[src/fisu_regs.svh]
// register offsets, field positions, reset values and timing counts of the fault and
// interrupt status unit; definitions only, included by the top and retry timer design files of the unit
//
// Operation
// - Active without serial clocks: clock error, shutdown
// - Overtemperature or overcurrent forces software shutdown
// - Thermal/current faults latch; interrupt when unmasked
// - Retry enable: auto restart, else latch until shutdown
// - No restart before retry interval, 1.5 s
// - Shutdown cycle still waits out retry interval
// - Limiter events reported in flags and interrupt
// - Regulator mode: under/over voltage, overload shut down
// - Open-drain interrupt low while unmasked fault present
// - Pull-up bit in 0x04 connects interrupt pull-up
// - Two-bit interrupt configuration field in 0x5C
// - Polarity bit; clear command empties all latches
// - Live flags only in Active or Mute, zero otherwise
// - Latched flags survive shutdown until explicit clear
// - Three unmasked latched clock-error cause flags
// - Supply, limiter, max-atten: live, latch, mask=1
// - Regulator under-voltage latched, mask resets zero
// - Input pull-downs off during hardware shutdown
// - Address zero selects register page 00h-FFh
// - Address one bit 0 requests software reset
// - Software reset restores defaults, bit self-clears
// - Mode 000 active, 001 mute, 010 shutdown
// - Clock errors gone: leave shutdown, resume playback
// - Supply faults hold until shutdown transition
`ifndef FISU_REGS_SVH
`define FISU_REGS_SVH

// offsets (page 0, except the page register which every page holds)
`define FISU_ADDR_PAGE 8'h00
`define FISU_ADDR_SWRST 8'h01
`define FISU_ADDR_MODE 8'h02
`define FISU_ADDR_CFG04 8'h04
`define FISU_ADDR_RETRY 8'h30
`define FISU_ADDR_PULLDN 8'h31
`define FISU_ADDR_MASK_F 8'h32
`define FISU_ADDR_MASK_L 8'h33
`define FISU_ADDR_LAT_F 8'h34
`define FISU_ADDR_LAT_L 8'h35
`define FISU_ADDR_LAT_C 8'h36
`define FISU_ADDR_LIVE_L 8'h37
`define FISU_ADDR_STATUS 8'h38
`define FISU_ADDR_IRQCFG 8'h5c

// reset values
`define FISU_RST_PAGE 8'h00
`define FISU_RST_MODE_REG 8'h1a
`define FISU_RST_CFG04 8'h21
`define FISU_RST_MASK_F 6'h04
`define FISU_RST_MASK_L 5'h07

// fields
`define FISU_MODE_ACTIVE 3'h0
`define FISU_MODE_MUTE 3'h1
`define FISU_MODE_SHUTDOWN 3'h2
`define FISU_PULLUP_BIT 6
`define FISU_IRQCFG_POL_BIT 2
`define FISU_IRQCFG_CLR_BIT 3
`define FISU_IRQCFG_PUSHPULL 2'h1
// fault vector bits: ot, oc, clock, reg uv, reg ov, reg overload
`define FISU_F_OT 0
`define FISU_F_OC 1
`define FISU_F_CLK 2
`define FISU_F_UV 3
`define FISU_F_OV 4
`define FISU_F_OL 5

// timing
`define FISU_CLK_HZ 25000000
`define FISU_RETRY_TIME_MS 1500
`define FISU_RETRY_CYCLES (`FISU_RETRY_TIME_MS * (`FISU_CLK_HZ / 1000))
`define FISU_TMR_W 26

`endif

[src/fisu_pkg.sv]
// types of the fault and interrupt status unit
// assumes nothing of its surroundings
package fisu_pkg;

  // thermal / current fault recovery
  typedef enum logic [1:0] {
    TH_OK,
    TH_HOLD,
    TH_ARMED
  } fisu_therm_st_t;

endpackage : fisu_pkg

[src/fisu_retry_timer.sv]
// retry interval timer: start reloads, done is high once the interval has run out
// assumes start is a level on core_clk; each high cycle reloads the count
`timescale 1ns/1ps
`default_nettype none
`include "fisu_regs.svh"
module fisu_retry_timer #(
  parameter int unsigned CYCLES = `FISU_RETRY_CYCLES
) (
  // clock and reset
  input wire logic core_clk,
  input wire logic rst_n,
  // control
  input wire logic start,
  output logic done
);

  localparam logic [`FISU_TMR_W-1:0] LOAD = `FISU_TMR_W'(CYCLES - 1);

  logic [`FISU_TMR_W-1:0] cnt_q;
  logic [`FISU_TMR_W-1:0] cnt_d;
  logic busy_q;
  logic busy_d;

  always_comb begin
    cnt_d = cnt_q;
    busy_d = busy_q;
    if (start) begin
      cnt_d = LOAD;
      busy_d = 1'b1;
    end else if (cnt_q != '0) begin
      cnt_d = cnt_q - `FISU_TMR_W'(1);
    end else begin
      busy_d = 1'b0;
    end
  end

  always_ff @(posedge core_clk or negedge rst_n) begin
    if (!rst_n) begin
      cnt_q <= '0;
      busy_q <= 1'b0;
    end else begin
      cnt_q <= cnt_d;
      busy_q <= busy_d;
    end
  end

  assign done = !busy_q;

endmodule : fisu_retry_timer
`default_nettype wire

[src/fisu_sync.sv]
// two-flop synchroniser for a bundle of independent levels
// assumes each bit is a slow level, not a multi-bit word
`timescale 1ns/1ps
`default_nettype none
module fisu_sync #(
  parameter int W = 1
) (
  // clock and reset
  input wire logic core_clk,
  input wire logic rst_n,
  // levels
  input wire logic [W-1:0] async_i,
  output logic [W-1:0] sync_o
);

  logic [W-1:0] meta_q;

  always_ff @(posedge core_clk or negedge rst_n) begin
    if (!rst_n) begin
      meta_q <= '0;
      sync_o <= '0;
    end else begin
      meta_q <= async_i;
      sync_o <= meta_q;
    end
  end

endmodule : fisu_sync
`default_nettype wire

[src/fisu_top.sv]
// fault supervision and interrupt reporting: fault shutdown, retry, flags, interrupt pin
// assumes a host front-end (i2c/spi) on core_clk giving single-cycle register strobes;
// monitor and pin inputs are asynchronous levels
`timescale 1ns/1ps
`default_nettype none
`include "fisu_regs.svh"
module fisu_top #(
  parameter int unsigned RETRY_CYCLES = `FISU_RETRY_CYCLES
) (
  // clock and reset
  input wire logic core_clk,
  input wire logic rst_n,
  // register port from the host interface
  input wire logic reg_wr,
  input wire logic reg_rd,
  input wire logic [7:0] reg_addr,
  input wire logic [7:0] reg_wdata,
  output logic [7:0] reg_rdata,
  // pins
  input wire logic shutdown_n_pin,
  output logic irq_out_n,
  output logic irq_out_oe,
  output logic irq_pullup_en,
  output logic [4:0] input_pulldown_en,
  // serial clock monitor
  input wire logic clocks_absent,
  input wire logic clock_ratio_invalid,
  input wire logic frame_rate_change,
  input wire logic ratio_change,
  // analog monitors
  input wire logic overtemp,
  input wire logic overcurrent,
  input wire logic regulator_undervolt,
  input wire logic regulator_overvolt,
  input wire logic regulator_overload,
  // limiter: engaged, below inflection, max atten, infinite hold, mute
  input wire logic [4:0] limiter_event,
  // amplifier control
  output logic amp_enable,
  output logic amp_mute,
  output logic fault_shutdown
);

  ////////////////////////////////////////////////////////////////////////////////
  // input synchronisation

  logic [14:0] in_s;
  logic sdz_s;
  logic [3:0] clk_s;
  logic ot_s;
  logic oc_s;
  logic [2:0] regf_s;
  logic [4:0] lim_s;

  fisu_sync #(.W(15)) u_sync (
    .core_clk(core_clk),
    .rst_n(rst_n),
    .async_i({shutdown_n_pin, clocks_absent, clock_ratio_invalid, frame_rate_change,
              ratio_change, overtemp, overcurrent, regulator_undervolt,
              regulator_overvolt, regulator_overload, limiter_event}),
    .sync_o(in_s)
  );

  assign sdz_s = in_s[14];
  assign clk_s = in_s[13:10];
  assign ot_s = in_s[9];
  assign oc_s = in_s[8];
  assign regf_s = in_s[7:5];
  assign lim_s = in_s[4:0];

  ////////////////////////////////////////////////////////////////////////////////
  // registers

  logic [7:0] page_q, page_d;
  logic swrst_q, swrst_d;
  logic [7:0] mode_reg_q, mode_reg_d;
  logic [7:0] cfg04_q, cfg04_d;
  logic [2:0] retry_q, retry_d;
  logic [4:0] pulldn_q, pulldn_d;
  logic [5:0] mask_f_q, mask_f_d;
  logic [4:0] mask_l_q, mask_l_d;
  logic [1:0] irq_cfg_q, irq_cfg_d;
  logic irq_pol_q, irq_pol_d;
  logic irq_clr_q, irq_clr_d;
  logic [7:0] rdata_d;
  logic wr_p0;
  logic [2:0] mode;

  assign wr_p0 = reg_wr && (page_q == 8'h00);
  assign mode = mode_reg_q[2:0];

  always_comb begin
    page_d = page_q;
    swrst_d = 1'b0;
    mode_reg_d = mode_reg_q;
    cfg04_d = cfg04_q;
    retry_d = retry_q;
    pulldn_d = pulldn_q;
    mask_f_d = mask_f_q;
    mask_l_d = mask_l_q;
    irq_cfg_d = irq_cfg_q;
    irq_pol_d = irq_pol_q;
    irq_clr_d = 1'b0;
    if (swrst_q) begin
      page_d = `FISU_RST_PAGE;
      mode_reg_d = `FISU_RST_MODE_REG;
      cfg04_d = `FISU_RST_CFG04;
      retry_d = '0;
      pulldn_d = '0;
      mask_f_d = `FISU_RST_MASK_F;
      mask_l_d = `FISU_RST_MASK_L;
      irq_cfg_d = '0;
      irq_pol_d = 1'b0;
    end else if (reg_wr && reg_addr == `FISU_ADDR_PAGE) begin
      page_d = reg_wdata;
    end else if (wr_p0) begin
      case (reg_addr)
        `FISU_ADDR_SWRST: swrst_d = reg_wdata[0];
        `FISU_ADDR_MODE: mode_reg_d = reg_wdata;
        `FISU_ADDR_CFG04: cfg04_d = reg_wdata;
        `FISU_ADDR_RETRY: retry_d = reg_wdata[2:0];
        `FISU_ADDR_PULLDN: pulldn_d = reg_wdata[4:0];
        `FISU_ADDR_MASK_F: mask_f_d = reg_wdata[5:0];
        `FISU_ADDR_MASK_L: mask_l_d = reg_wdata[4:0];
        `FISU_ADDR_IRQCFG: begin
          irq_cfg_d = reg_wdata[1:0];
          irq_pol_d = reg_wdata[`FISU_IRQCFG_POL_BIT];
          irq_clr_d = reg_wdata[`FISU_IRQCFG_CLR_BIT];
        end
        default: begin
        end
      endcase
    end
  end

  always_ff @(posedge core_clk or negedge rst_n) begin
    if (!rst_n) begin
      page_q <= `FISU_RST_PAGE;
      swrst_q <= 1'b0;
      mode_reg_q <= `FISU_RST_MODE_REG;
      cfg04_q <= `FISU_RST_CFG04;
      retry_q <= '0;
      pulldn_q <= '0;
      mask_f_q <= `FISU_RST_MASK_F;
      mask_l_q <= `FISU_RST_MASK_L;
      irq_cfg_q <= '0;
      irq_pol_q <= 1'b0;
      irq_clr_q <= 1'b0;
    end else begin
      page_q <= page_d;
      swrst_q <= swrst_d;
      mode_reg_q <= mode_reg_d;
      cfg04_q <= cfg04_d;
      retry_q <= retry_d;
      pulldn_q <= pulldn_d;
      mask_f_q <= mask_f_d;
      mask_l_q <= mask_l_d;
      irq_cfg_q <= irq_cfg_d;
      irq_pol_q <= irq_pol_d;
      irq_clr_q <= irq_clr_d;
    end
  end

  ////////////////////////////////////////////////////////////////////////////////
  // fault supervision

  logic overtemp_autoretry_en;
  logic overcurrent_autoretry_en;
  logic internal_regulator_power_mode;
  logic host_sd, active_req, clk_fault, reg_fault, therm_ev;
  logic tmr_done;
  fisu_pkg::fisu_therm_st_t th_q, th_d;
  logic ot_cause_q, ot_cause_d, oc_cause_q, oc_cause_d;
  logic reg_lock_q, reg_lock_d;
  logic run_q, run_d;
  logic retry_ok;

  assign overtemp_autoretry_en = retry_q[0];
  assign overcurrent_autoretry_en = retry_q[1];
  assign internal_regulator_power_mode = retry_q[2];
  assign host_sd = (mode == `FISU_MODE_SHUTDOWN) || !sdz_s;
  assign active_req = sdz_s && (mode == `FISU_MODE_ACTIVE || mode == `FISU_MODE_MUTE);
  assign clk_fault = |clk_s;
  assign reg_fault = internal_regulator_power_mode && (|regf_s);
  assign therm_ev = active_req && (ot_s || oc_s);
  assign retry_ok = (!ot_cause_q || overtemp_autoretry_en)
                    && (!oc_cause_q || overcurrent_autoretry_en);

  fisu_retry_timer #(.CYCLES(RETRY_CYCLES)) u_retry (
    .core_clk(core_clk),
    .rst_n(rst_n),
    .start(therm_ev),
    .done(tmr_done)
  );

  always_comb begin
    th_d = th_q;
    ot_cause_d = ot_cause_q;
    oc_cause_d = oc_cause_q;
    reg_lock_d = reg_lock_q;
    case (th_q)
      fisu_pkg::TH_OK: begin
        ot_cause_d = 1'b0;
        oc_cause_d = 1'b0;
      end
      fisu_pkg::TH_HOLD: if (retry_ok || host_sd) th_d = fisu_pkg::TH_ARMED;
      fisu_pkg::TH_ARMED: if (tmr_done && !ot_s && !oc_s) th_d = fisu_pkg::TH_OK;
      default: th_d = fisu_pkg::TH_OK;
    endcase
    if (therm_ev) begin
      th_d = fisu_pkg::TH_HOLD;
      ot_cause_d = (th_q != fisu_pkg::TH_OK && ot_cause_q) || ot_s;
      oc_cause_d = (th_q != fisu_pkg::TH_OK && oc_cause_q) || oc_s;
    end
    if (reg_fault) begin
      reg_lock_d = 1'b1;
    end else if (host_sd) begin
      reg_lock_d = 1'b0;
    end
    // clock faults hold only while present, so playback resumes once they clear
    run_d = active_req && !clk_fault && !reg_fault && !reg_lock_q && !therm_ev
            && th_q == fisu_pkg::TH_OK;
  end

  always_ff @(posedge core_clk or negedge rst_n) begin
    if (!rst_n) begin
      th_q <= fisu_pkg::TH_OK;
      ot_cause_q <= 1'b0;
      oc_cause_q <= 1'b0;
      reg_lock_q <= 1'b0;
      run_q <= 1'b0;
    end else begin
      th_q <= th_d;
      ot_cause_q <= ot_cause_d;
      oc_cause_q <= oc_cause_d;
      reg_lock_q <= reg_lock_d;
      run_q <= run_d;
    end
  end

  ////////////////////////////////////////////////////////////////////////////////
  // live and latched flags

  logic [5:0] lat_f_q, lat_f_d, set_f;
  logic [4:0] lat_l_q, lat_l_d;
  logic [2:0] lat_c_q, lat_c_d;
  logic [4:0] live_q, live_d;
  logic clr_all;

  assign clr_all = irq_clr_q || swrst_q;

  always_comb begin
    set_f = '0;
    set_f[`FISU_F_OT] = active_req && ot_s;
    set_f[`FISU_F_OC] = active_req && oc_s;
    set_f[`FISU_F_CLK] = active_req && clk_fault;
    set_f[`FISU_F_UV] = internal_regulator_power_mode && regf_s[2];
    set_f[`FISU_F_OV] = internal_regulator_power_mode && regf_s[1];
    set_f[`FISU_F_OL] = internal_regulator_power_mode && regf_s[0];
    live_d = lim_s & {5{run_d}};
    // a new event wins over a clear in the same cycle
    lat_f_d = (clr_all ? 6'h00 : lat_f_q) | set_f;
    lat_l_d = (clr_all ? 5'h00 : lat_l_q) | live_d;
    // cause bits: [0] ratio invalid, [1] rate changed, [2] ratio changed
    lat_c_d = (clr_all ? 3'h0 : lat_c_q) | ({3{active_req}} & {clk_s[0], clk_s[1], clk_s[2]});
  end

  always_ff @(posedge core_clk or negedge rst_n) begin
    if (!rst_n) begin
      lat_f_q <= '0;
      lat_l_q <= '0;
      lat_c_q <= '0;
      live_q <= '0;
    end else begin
      lat_f_q <= lat_f_d;
      lat_l_q <= lat_l_d;
      lat_c_q <= lat_c_d;
      live_q <= live_d;
    end
  end

  ////////////////////////////////////////////////////////////////////////////////
  // interrupt pin, pull controls and amplifier outputs

  logic irq_act;
  logic irq_lvl;
  logic [7:0] status;

  assign irq_act = (|(lat_f_q & ~mask_f_q)) || (|(lat_l_q & ~mask_l_q));
  assign irq_lvl = irq_act ? irq_pol_q : !irq_pol_q;
  assign status = {5'h00, th_q != fisu_pkg::TH_OK, active_req && !run_q, run_q};

  always_comb begin
    rdata_d = reg_rdata;
    if (reg_rd) begin
      rdata_d = 8'h00;
      if (reg_addr == `FISU_ADDR_PAGE) begin
        rdata_d = page_q;
      end else if (page_q == 8'h00) begin
        case (reg_addr)
          `FISU_ADDR_SWRST: rdata_d = {7'h00, swrst_q};
          `FISU_ADDR_MODE: rdata_d = mode_reg_q;
          `FISU_ADDR_CFG04: rdata_d = cfg04_q;
          `FISU_ADDR_RETRY: rdata_d = {5'h00, retry_q};
          `FISU_ADDR_PULLDN: rdata_d = {3'h0, pulldn_q};
          `FISU_ADDR_MASK_F: rdata_d = {2'h0, mask_f_q};
          `FISU_ADDR_MASK_L: rdata_d = {3'h0, mask_l_q};
          `FISU_ADDR_LAT_F: rdata_d = {2'h0, lat_f_q};
          `FISU_ADDR_LAT_L: rdata_d = {3'h0, lat_l_q};
          `FISU_ADDR_LAT_C: rdata_d = {5'h00, lat_c_q};
          `FISU_ADDR_LIVE_L: rdata_d = {3'h0, live_q};
          `FISU_ADDR_STATUS: rdata_d = status;
          `FISU_ADDR_IRQCFG: rdata_d = {5'h00, irq_pol_q, irq_cfg_q};
          default: rdata_d = 8'h00;
        endcase
      end
    end
  end

  always_ff @(posedge core_clk or negedge rst_n) begin
    if (!rst_n) begin
      reg_rdata <= 8'h00;
      irq_out_n <= 1'b1;
      irq_out_oe <= 1'b0;
      irq_pullup_en <= 1'b0;
      input_pulldown_en <= 5'h00;
      amp_enable <= 1'b0;
      amp_mute <= 1'b0;
      fault_shutdown <= 1'b0;
    end else begin
      reg_rdata <= rdata_d;
      irq_out_n <= irq_lvl;
      // open drain only pulls low; push-pull drives both levels
      irq_out_oe <= (irq_cfg_q == `FISU_IRQCFG_PUSHPULL) || !irq_lvl;
      irq_pullup_en <= cfg04_q[`FISU_PULLUP_BIT];
      input_pulldown_en <= pulldn_q & {5{sdz_s}};
      amp_enable <= run_q;
      amp_mute <= run_q && mode == `FISU_MODE_MUTE;
      fault_shutdown <= active_req && !run_q;
    end
  end
endmodule : fisu_top
`default_nettype wire

[config.mk]
export PLATFORM = sky130hd
export DESIGN_NAME = fisu_top
export DESIGN_NICKNAME = d
export VERILOG_FILES = /design/src/fisu_pkg.sv /design/src/fisu_retry_timer.sv /design/src/fisu_sync.sv /design/src/fisu_top.sv
export VERILOG_INCLUDE_DIRS = /design/src
export SDC_FILE = /design/constraint.sdc
export NUM_CORES = 1
export LEC_CHECK = 0
export ABC_AREA = 1
export BUFFER_PORTS_ARGS = -buffer_cell sky130_fd_sc_hd__clkbuf_2
export CORE_ASPECT_RATIO = 0.8
export CORE_MARGIN = 4
export CORE_UTILIZATION = 30
export CTS_CLUSTER_DIAMETER = 100
export DETAILED_ROUTE_END_ITERATION = 10
export PLACE_DENSITY = 0.44
export RECOVER_POWER = 25
export SETUP_SLACK_MARGIN = 0.15
export SLEW_MARGIN = 20
export SYNTH_ARGS = -nofsm -noshare
export SYNTH_HDL_FRONTEND = slang
export SYNTH_SLANG_ARGS = --single-unit
[constraint.sdc]
create_clock -name core_clk -period 1.7 [get_ports core_clk]
set_clock_uncertainty 0.05 [all_clocks]
set_input_delay 0.17 -clock core_clk [delete_from_list [all_inputs] [get_ports core_clk]]
set_output_delay 0.17 -clock core_clk [all_outputs]
set_load 0.02 [all_outputs]
==> impl_metrics.json, run 1 <==
{
  "viasPerCell": 4.64,
  "hp-class": "in -> reg",
  "synthTopCellsByArea": "dfrtp_1 51%, nand2_1 11%, nand3_1 5.4%, nor2_1 5.0%, inv_1 4.6%",
  "critical_path_class": "reg -> reg",
  "cts_root_buf": "clkbuf_16",
  "synth_top_area_cell": "dfrtp_1",
  "slew_viol_final": 0,
  "worst_slew_pin_slew_ns": 1.29,
  "worstHoldPathCells": 3,
  "p_leak_nw": 4.59,
  "synth_cell_type_count": 47,
  "synth_xor_area_share_pct": 1.28,
  "ir_worst_vdd_v": 0.000476,
  "max_cap_violations": 0,
  "gp_congestion": 0.852,
  "grt_max_degree": 54,
  "syn_area_per_cell_sq_um": 8.66,
  "muxShareOfSynthArea_pct": 0,
  "track_usage_pct": 16.1,
  "io_pins": 54,
  "min_period_ns": 1.69,
  "power.density_nw_per_um2": 976,
  "synth-adder-area-share_pct": 0.183,
  "yosysSeqAreaShare_pct": 54.8,
  "start_util_pct": 30.4,
  "die_w_um": 177,
  "fin_tns_setup_ns": 0,
  "reg2reg_depth": 9,
  "synth_ff_type": "dfrtp_1",
  "die-area_sq_um": 25200,
  "dp.cells": 1181,
  "drc": 0,
  "yosys-top-cells-count": "193 x nand2_1, 139 x dfrtp_1, 90 x nor2_1, 83 x inv_1, 73 x nand3_1",
  "synth_compound_area_share_pct": 9.79,
  "rr_startpoint": "u_retry.cnt_q[9]",
  "numCtsBuffers": 17,
  "cpMaxStageDelayCell": "dfrtp_2",
  "final_area_sq_um": 9560,
  "crit_path_max_incr_delay_ns": 0.45,
  "place_hpwl_um": 14400,
  "worst-path-max-fanout": 4,
  "grt_setup_unrepaired": "yes",
  "drtIter0Drc": 384,
  "clock-sinks": 149,
  "grt_pass1_wl_um": 31500,
  "crit_top_cell": "nor2_4",
  "start_kind": "flip-flop",
  "cts_tree": "done",
  "syn_area_sq_um": 6820,
  "synth_top_family_by_area": "simple AND/OR/NAND/NOR gates",
  "worstPathRequired_ns": 2.00,
  "rrSetupSlack_ns": 0.006,
  "worst_ep_arrival_time_ns": 1.99,
  "syn-instance-count": 788,
  "timing.rr.end": "u_retry.cnt_q[17]",
  "final_cells": 1276,
  "n_antenna_cell": 0,
  "finalHoldViolCount": 0,
  "row_count": 49,
  "postSynthNetCount": 824,
  "post_route_cells_drive_above_1_share_pct": 33.4,
  "core_area_sq_um": 22400,
  "worstHoldStart": "reg_wdata[6]",
  "max_freq_ghz": 0.590,
  "dr.pass1.iters": 5,
  "grt_pass1_vias": 5710,
  "wl_per_cell_um": 16.1,
  "ys_ff_latch": 149,
  "final_antenna_net_count": 0,
  "max_slew_margin_pct": 14.2,
  "clk_pin_slew_worst_paths_ns": 0.06,
  "h-tree-depth": 4,
  "fin_crit_sh_pct": 99.7,
  "nNetsFinal": 993,
  "postPlaceCellArea_sq_um": 7830,
  "io_buffers": 53,
  "antenna_found_initial": 0,
  "overflow": 0,
  "endpoint_kind": "flip-flop",
  "clkLatencyLatePin_ns": 0.43,
  "fillCellCount": 2285,
  "postSynth.asyncResetShare_pct": 100,
  "num_vias": 5923,
  "syn2layout_area_growth_pct": 40.2,
  "yosys_warnings": 0,
  "power_mw": 9.33,
  "routed_wl_um": 20500,
  "status": "finished, final reports clean",
  "crit_chain": "nor2_4 -> nand2_2 -> nor2_4 -> nand3_4 -> nor2_4 -> nor2_4 -> nand3_2 -> nand2_2 -> a21oi_2",
  "synth_top_area_share_pct": 51.0,
  "synth_edf_count": 0,
  "die_h_um": 143,
  "min_delay_worst_endpoint": "mode_reg_q[6]",
  "setup_viol": 0,
  "synthMostInstantiatedCell": "nand2_1",
  "synthSimpleGateAreaFrac_pct": 27.4,
  "clock_path_buffers": 2
}
[layer usage]
| layer | up-vias | wire [um] | global-route usage, % |
|---|---|---|---|
| li1 | 2929 | - | - |
| met1 | 2844 | 10400 | 24.0 |
| met2 | 129 | 8920 | 23.4 |
| met3 | 21 | 885 | 3.20 |
| met4 | 0 | 263 | 5.05 |
| met5 | - | 0 | 0 |
[logic make-up after synthesis]
logic type,count (synthesis)
adders and majority gates,1
DFF,149
AOI/OAI and AO/OA,110
xor gates and xnor gates,10
and+or+nand+nor,412
buffers and inverters,106
[stage by stage]
stage          setup WS (ns)  utilization (%)  hold WS [ns]
6_report             0.00574             42.6       0.00375
4_1_cts               0.0198             39.4       0.00333
5_1_grt               -0.108             42.6       0.00744
3_5_place_dp         -0.0454             34.9       -0.0178
2_1_floorplan          0.162                -        -0.176
3_3_place_gp         -0.0579             34.9       -0.0154
[how the worst max path moves through the flow]
| stage | from | endpoint | slack (ns) | cells past startpoint |
|---|---|---|---|---|
| 2_1_floorplan | u_retry.cnt_q[0] | u_retry.cnt_q[13] | 0.16 | 9 |
| 5_1_grt | u_retry.cnt_q[9] | u_retry.cnt_q[15] | -0.11 | 8 |
| 3_5_place_dp | u_retry.cnt_q[15] | u_retry.cnt_q[10] | -0.05 | 8 |
| 6_report | u_retry.cnt_q[9] | u_retry.cnt_q[17] | 0.006 | 9 |
| 4_1_cts | u_retry.cnt_q[1] | u_retry.cnt_q[18] | 0.02 | 9 |
| 3_3_place_gp | u_retry.cnt_q[0] | u_retry.cnt_q[10] | -0.06 | 9 |
[power by group]
group	leakage [nW]	internal, mW	switching [mW]
combinational	2.44	0.575	0.763
clock	0.302	2.35	1.64
sequential	1.84	3.81	0.184
total	4.59	6.74	2.59
[cell type report]
type	instances	area [sq um]	area share, %
clock buffers	17	425	4.45
clock inverters	15	193	2.02
well taps	306	383	4.00
repair buffers	160	1270	13.3
inverters	90	348	3.64
multi-input cells	539	3190	33.4
flip-flops and latches	149	3750	39.2
[registers in the layout (all words and copies together) (netlist names), 6 cells and up]
signal / flops
u_sync.meta_q: 15
cfg04_q: 8
lat_f_q: 6
mask_f_q: 6
u_sync.sync_o: 15
u_retry.cnt_q: 26
reg_rdata: 8
page_q: 8
mode_reg_q: 8
[worst max-delay path, delay by kind of cell (launching register included)]
kind / cells / cell delay [ns]
compound gates: 1 / 0.11
flops: 1 / 0.45
simple gates: 8 / 1.01
[what timing repair did]
item,4_1_cts,5_1_grt
endpoints found under the hold margin,161,0
cloned,1,5
resized for setup,30,120
setup buffers,9,27
hold buffers,21,0
setup endpoints to repair,46,70
pin swaps,15,44
[layout by cell type (no fill, tap or decap), types with 17 or more instances in the layout]
master         synthesis  final
clkbuf_2               0     52
nor2_1                90     67
dlygate4sd3_1          0     21
o21ai_1               27     31
dfrtp_1              139    134
o22ai_1               20     20
nor2_2                 6     19
nand2_2                8     26
o21ai_0               30     17
nand3_1               73     70
nor2_4                 6     17
nand2_1              193    167
inv_1                 83     76
buf_4                  2     64
clkbuf_16              0     17
Power figures use the tool's default switching activity.
==> inputs of run 2 (changes only) <==
--- a/config.mk
+++ b/config.mk
@@ -11,6 +11,7 @@
 export CORE_ASPECT_RATIO = 0.8
 export CORE_MARGIN = 4
 export CORE_UTILIZATION = 30
+export CTS_BUF_LIST = sky130_fd_sc_hd__clkbuf_4
 export CTS_CLUSTER_DIAMETER = 100
 export DETAILED_ROUTE_END_ITERATION = 10
 export PLACE_DENSITY = 0.44
==> impl_metrics.json, run 2 (synthesized netlist as in run 1, its figures left out) <==
{
  "track_usage_pct": 16.1,
  "largest_reg_flops": 26,
  "rrSetupSlack_ns": -0.05,
  "setup_viol": 5,
  "die_h_um": 143,
  "syn2layout_area_growth_pct": 39.4,
  "final_cell_mix": "161 x nand2_1, 134 x dfrtp_1, 74 x inv_1, 69 x buf_4, 65 x nand3_1",
  "reg2reg_depth": 9,
  "die_w_um": 177,
  "final_antenna_net_count": 0,
  "dp.cells": 1181,
  "layout_commonest_cell": "nand2_1",
  "slew_viol_final": 0,
  "row_count": 49,
  "core_area_sq_um": 22400,
  "wl_per_cell_um": 16.1,
  "start_kind": "flip-flop",
  "io_buffers": 53,
  "top_register": "u_retry.cnt_q",
  "fin_crit_sh_pct": 103,
  "grt_setup_unrepaired": "yes",
  "worst_slew_pin_slew_ns": 1.20,
  "cts_root_buf": "clkbuf_4",
  "routed_wl_um": 20900,
  "grt_pass1_vias": 5744,
  "worst_ep_arrival_time_ns": 2.16,
  "clock_path_buffers": 2,
  "finalHoldViolCount": 0,
  "start_util_pct": 30.4,
  "hold_ws_ns": 0.0928,
  "ir_worst_vdd_v": 0.000476,
  "clkLatencyLatePin_ns": 0.57,
  "grt_max_degree": 54,
  "hp-class": "in -> async",
  "gp_congestion": 0.852,
  "drtIter0Drc": 453,
  "rr_startpoint": "u_retry.cnt_q[10]",
  "num_vias": 6049,
  "fillCellCount": 2326,
  "nNetsFinal": 1013,
  "post_route_cells_drive_above_1_share_pct": 35.6,
  "crit_end": "u_retry.cnt_q[10]",
  "place_hpwl_um": 14400,
  "endpoint_kind": "flip-flop",
  "status": "finished with violations",
  "cts_tree": "done",
  "worst-path-max-fanout": 4,
  "clk_pin_slew_worst_paths_ns": 0.13,
  "viasPerCell": 4.65,
  "top_regs": "u_retry.cnt_q: 26 flops, u_sync.meta_q: 15 flops, u_sync.sync_o: 15 flops",
  "overflow": 0,
  "cp-startpoint": "u_retry.cnt_q[10]",
  "violations": "negative setup slack",
  "power_mw": 7.84,
  "timing.rr.end": "u_retry.cnt_q[10]",
  "io_pins": 54,
  "antenna_found_initial": 1,
  "clock-sinks": 149,
  "power.density_nw_per_um2": 824,
  "numCtsBuffers": 17,
  "min_period_ns": 1.75,
  "max_freq_ghz": 0.570,
  "dr.pass1.iters": 5,
  "drc": 0,
  "max_cap_violations": 0,
  "p_leak_nw": 4.55,
  "critical_path_class": "reg -> reg",
  "finalWorstSetupSlack_ns": -0.0532,
  "worstPathRequired_ns": 2.11,
  "grt_pass1_wl_um": 31700,
  "final_cells": 1301,
  "h-tree-depth": 4,
  "max_slew_margin_pct": 20.2,
  "die-area_sq_um": 25200
}
[run 2: cell count changes in the layout (fill, tap and decap cells not counted), moves of 4 or more]
| cell | delta |
|---|---|
| buf_12 | -4 |
| buf_4 | +5 |
| clkbuf_16 | -17 |
| clkbuf_4 | +17 |
| diode_2 | +5 |
| dlygate4sd3_1 | +13 |
| nand2_1 | -6 |
| nand2_2 | +5 |
| nand3_1 | -5 |
| nand3_2 | +5 |
| nor2_1 | -13 |
| nor2_2 | +7 |
| nor2_4 | +6 |
| nor3_2 | -4 |
[run 2: per-stage QoR]
step | setup slack, ns | cell area [sq um] | util, % | TNS [ns]
2_1_floorplan | 0.162 | 6840 | - | 0
3_3_place_gp | -0.0579 | 7830 | 34.9 | -0.0827
3_5_place_dp | -0.0454 | 7830 | 34.9 | -0.0593
4_1_cts | 0.0130 | 8700 | 38.8 | 0
5_1_grt | -0.126 | 9510 | 42.4 | -1.41
6_report | -0.0532 | 9510 | 42.4 | -0.113
[run 2: layout make-up]
class	instances	area, sq um	share of cell area [%]
clock inverters	15	193	2.03
diodes	5	12.5	0.132
multi-input cells	539	3290	34.6
flip-flops and latches	149	3750	39.4
well taps	306	383	4.03
inverters	90	345	3.63
repair buffers	180	1420	14.9
clock buffers	17	128	1.34
[run 2: power by group]
part | total (mW) | leakage, nW | switching [mW] | internal, mW
Clock | 2.51 | 0.170 | 1.45 | 1.06
Sequential | 3.99 | 1.84 | 0.182 | 3.81
Combinational | 1.33 | 2.54 | 0.767 | 0.566
[run 2: worst min path at each step]
stage	slack, ns	depth (start not counted)	startpoint	end
after detailed placement	-0.02	1	rst_n	pulldn_q[1]
after CTS	0.08	2	rst_n	mask_l_q[0]
after floorplan	-0.18	0	rst_n	amp_enable
after global routing	0.08	2	rst_n	mask_l_q[0]
final	0.09	2	rst_n	mask_l_q[0]
after global placement	-0.02	1	rst_n	pulldn_q[1]
[run 2: per-layer routing]
layer,wire length [um],track usage (%)
met4,257,3.91
met2,9190,23.8
met1,10400,24.4
met5,0,0
met3,1030,3.12
[run 2: what timing repair did]
item,CTS,global route
endpoints found under the hold margin,201,0
resized for setup,35,150
setup buffers,9,33
hold buffers,35,0
gates cloned,1,5
pin swaps,15,50
setup endpoints to repair,51,76
[run 2: critical path, stage by stage (launching register included)]
cell and delay [ns]:
dfrtp_2 0.46, nor2_1 0.16, nand2_1 0.15, nor2_4 0.20
buf_4 0.16, nand4_4 0.12, nand4_1 0.13, nand2_1 0.07
a21oi_2 0.11, inv_1 0.05
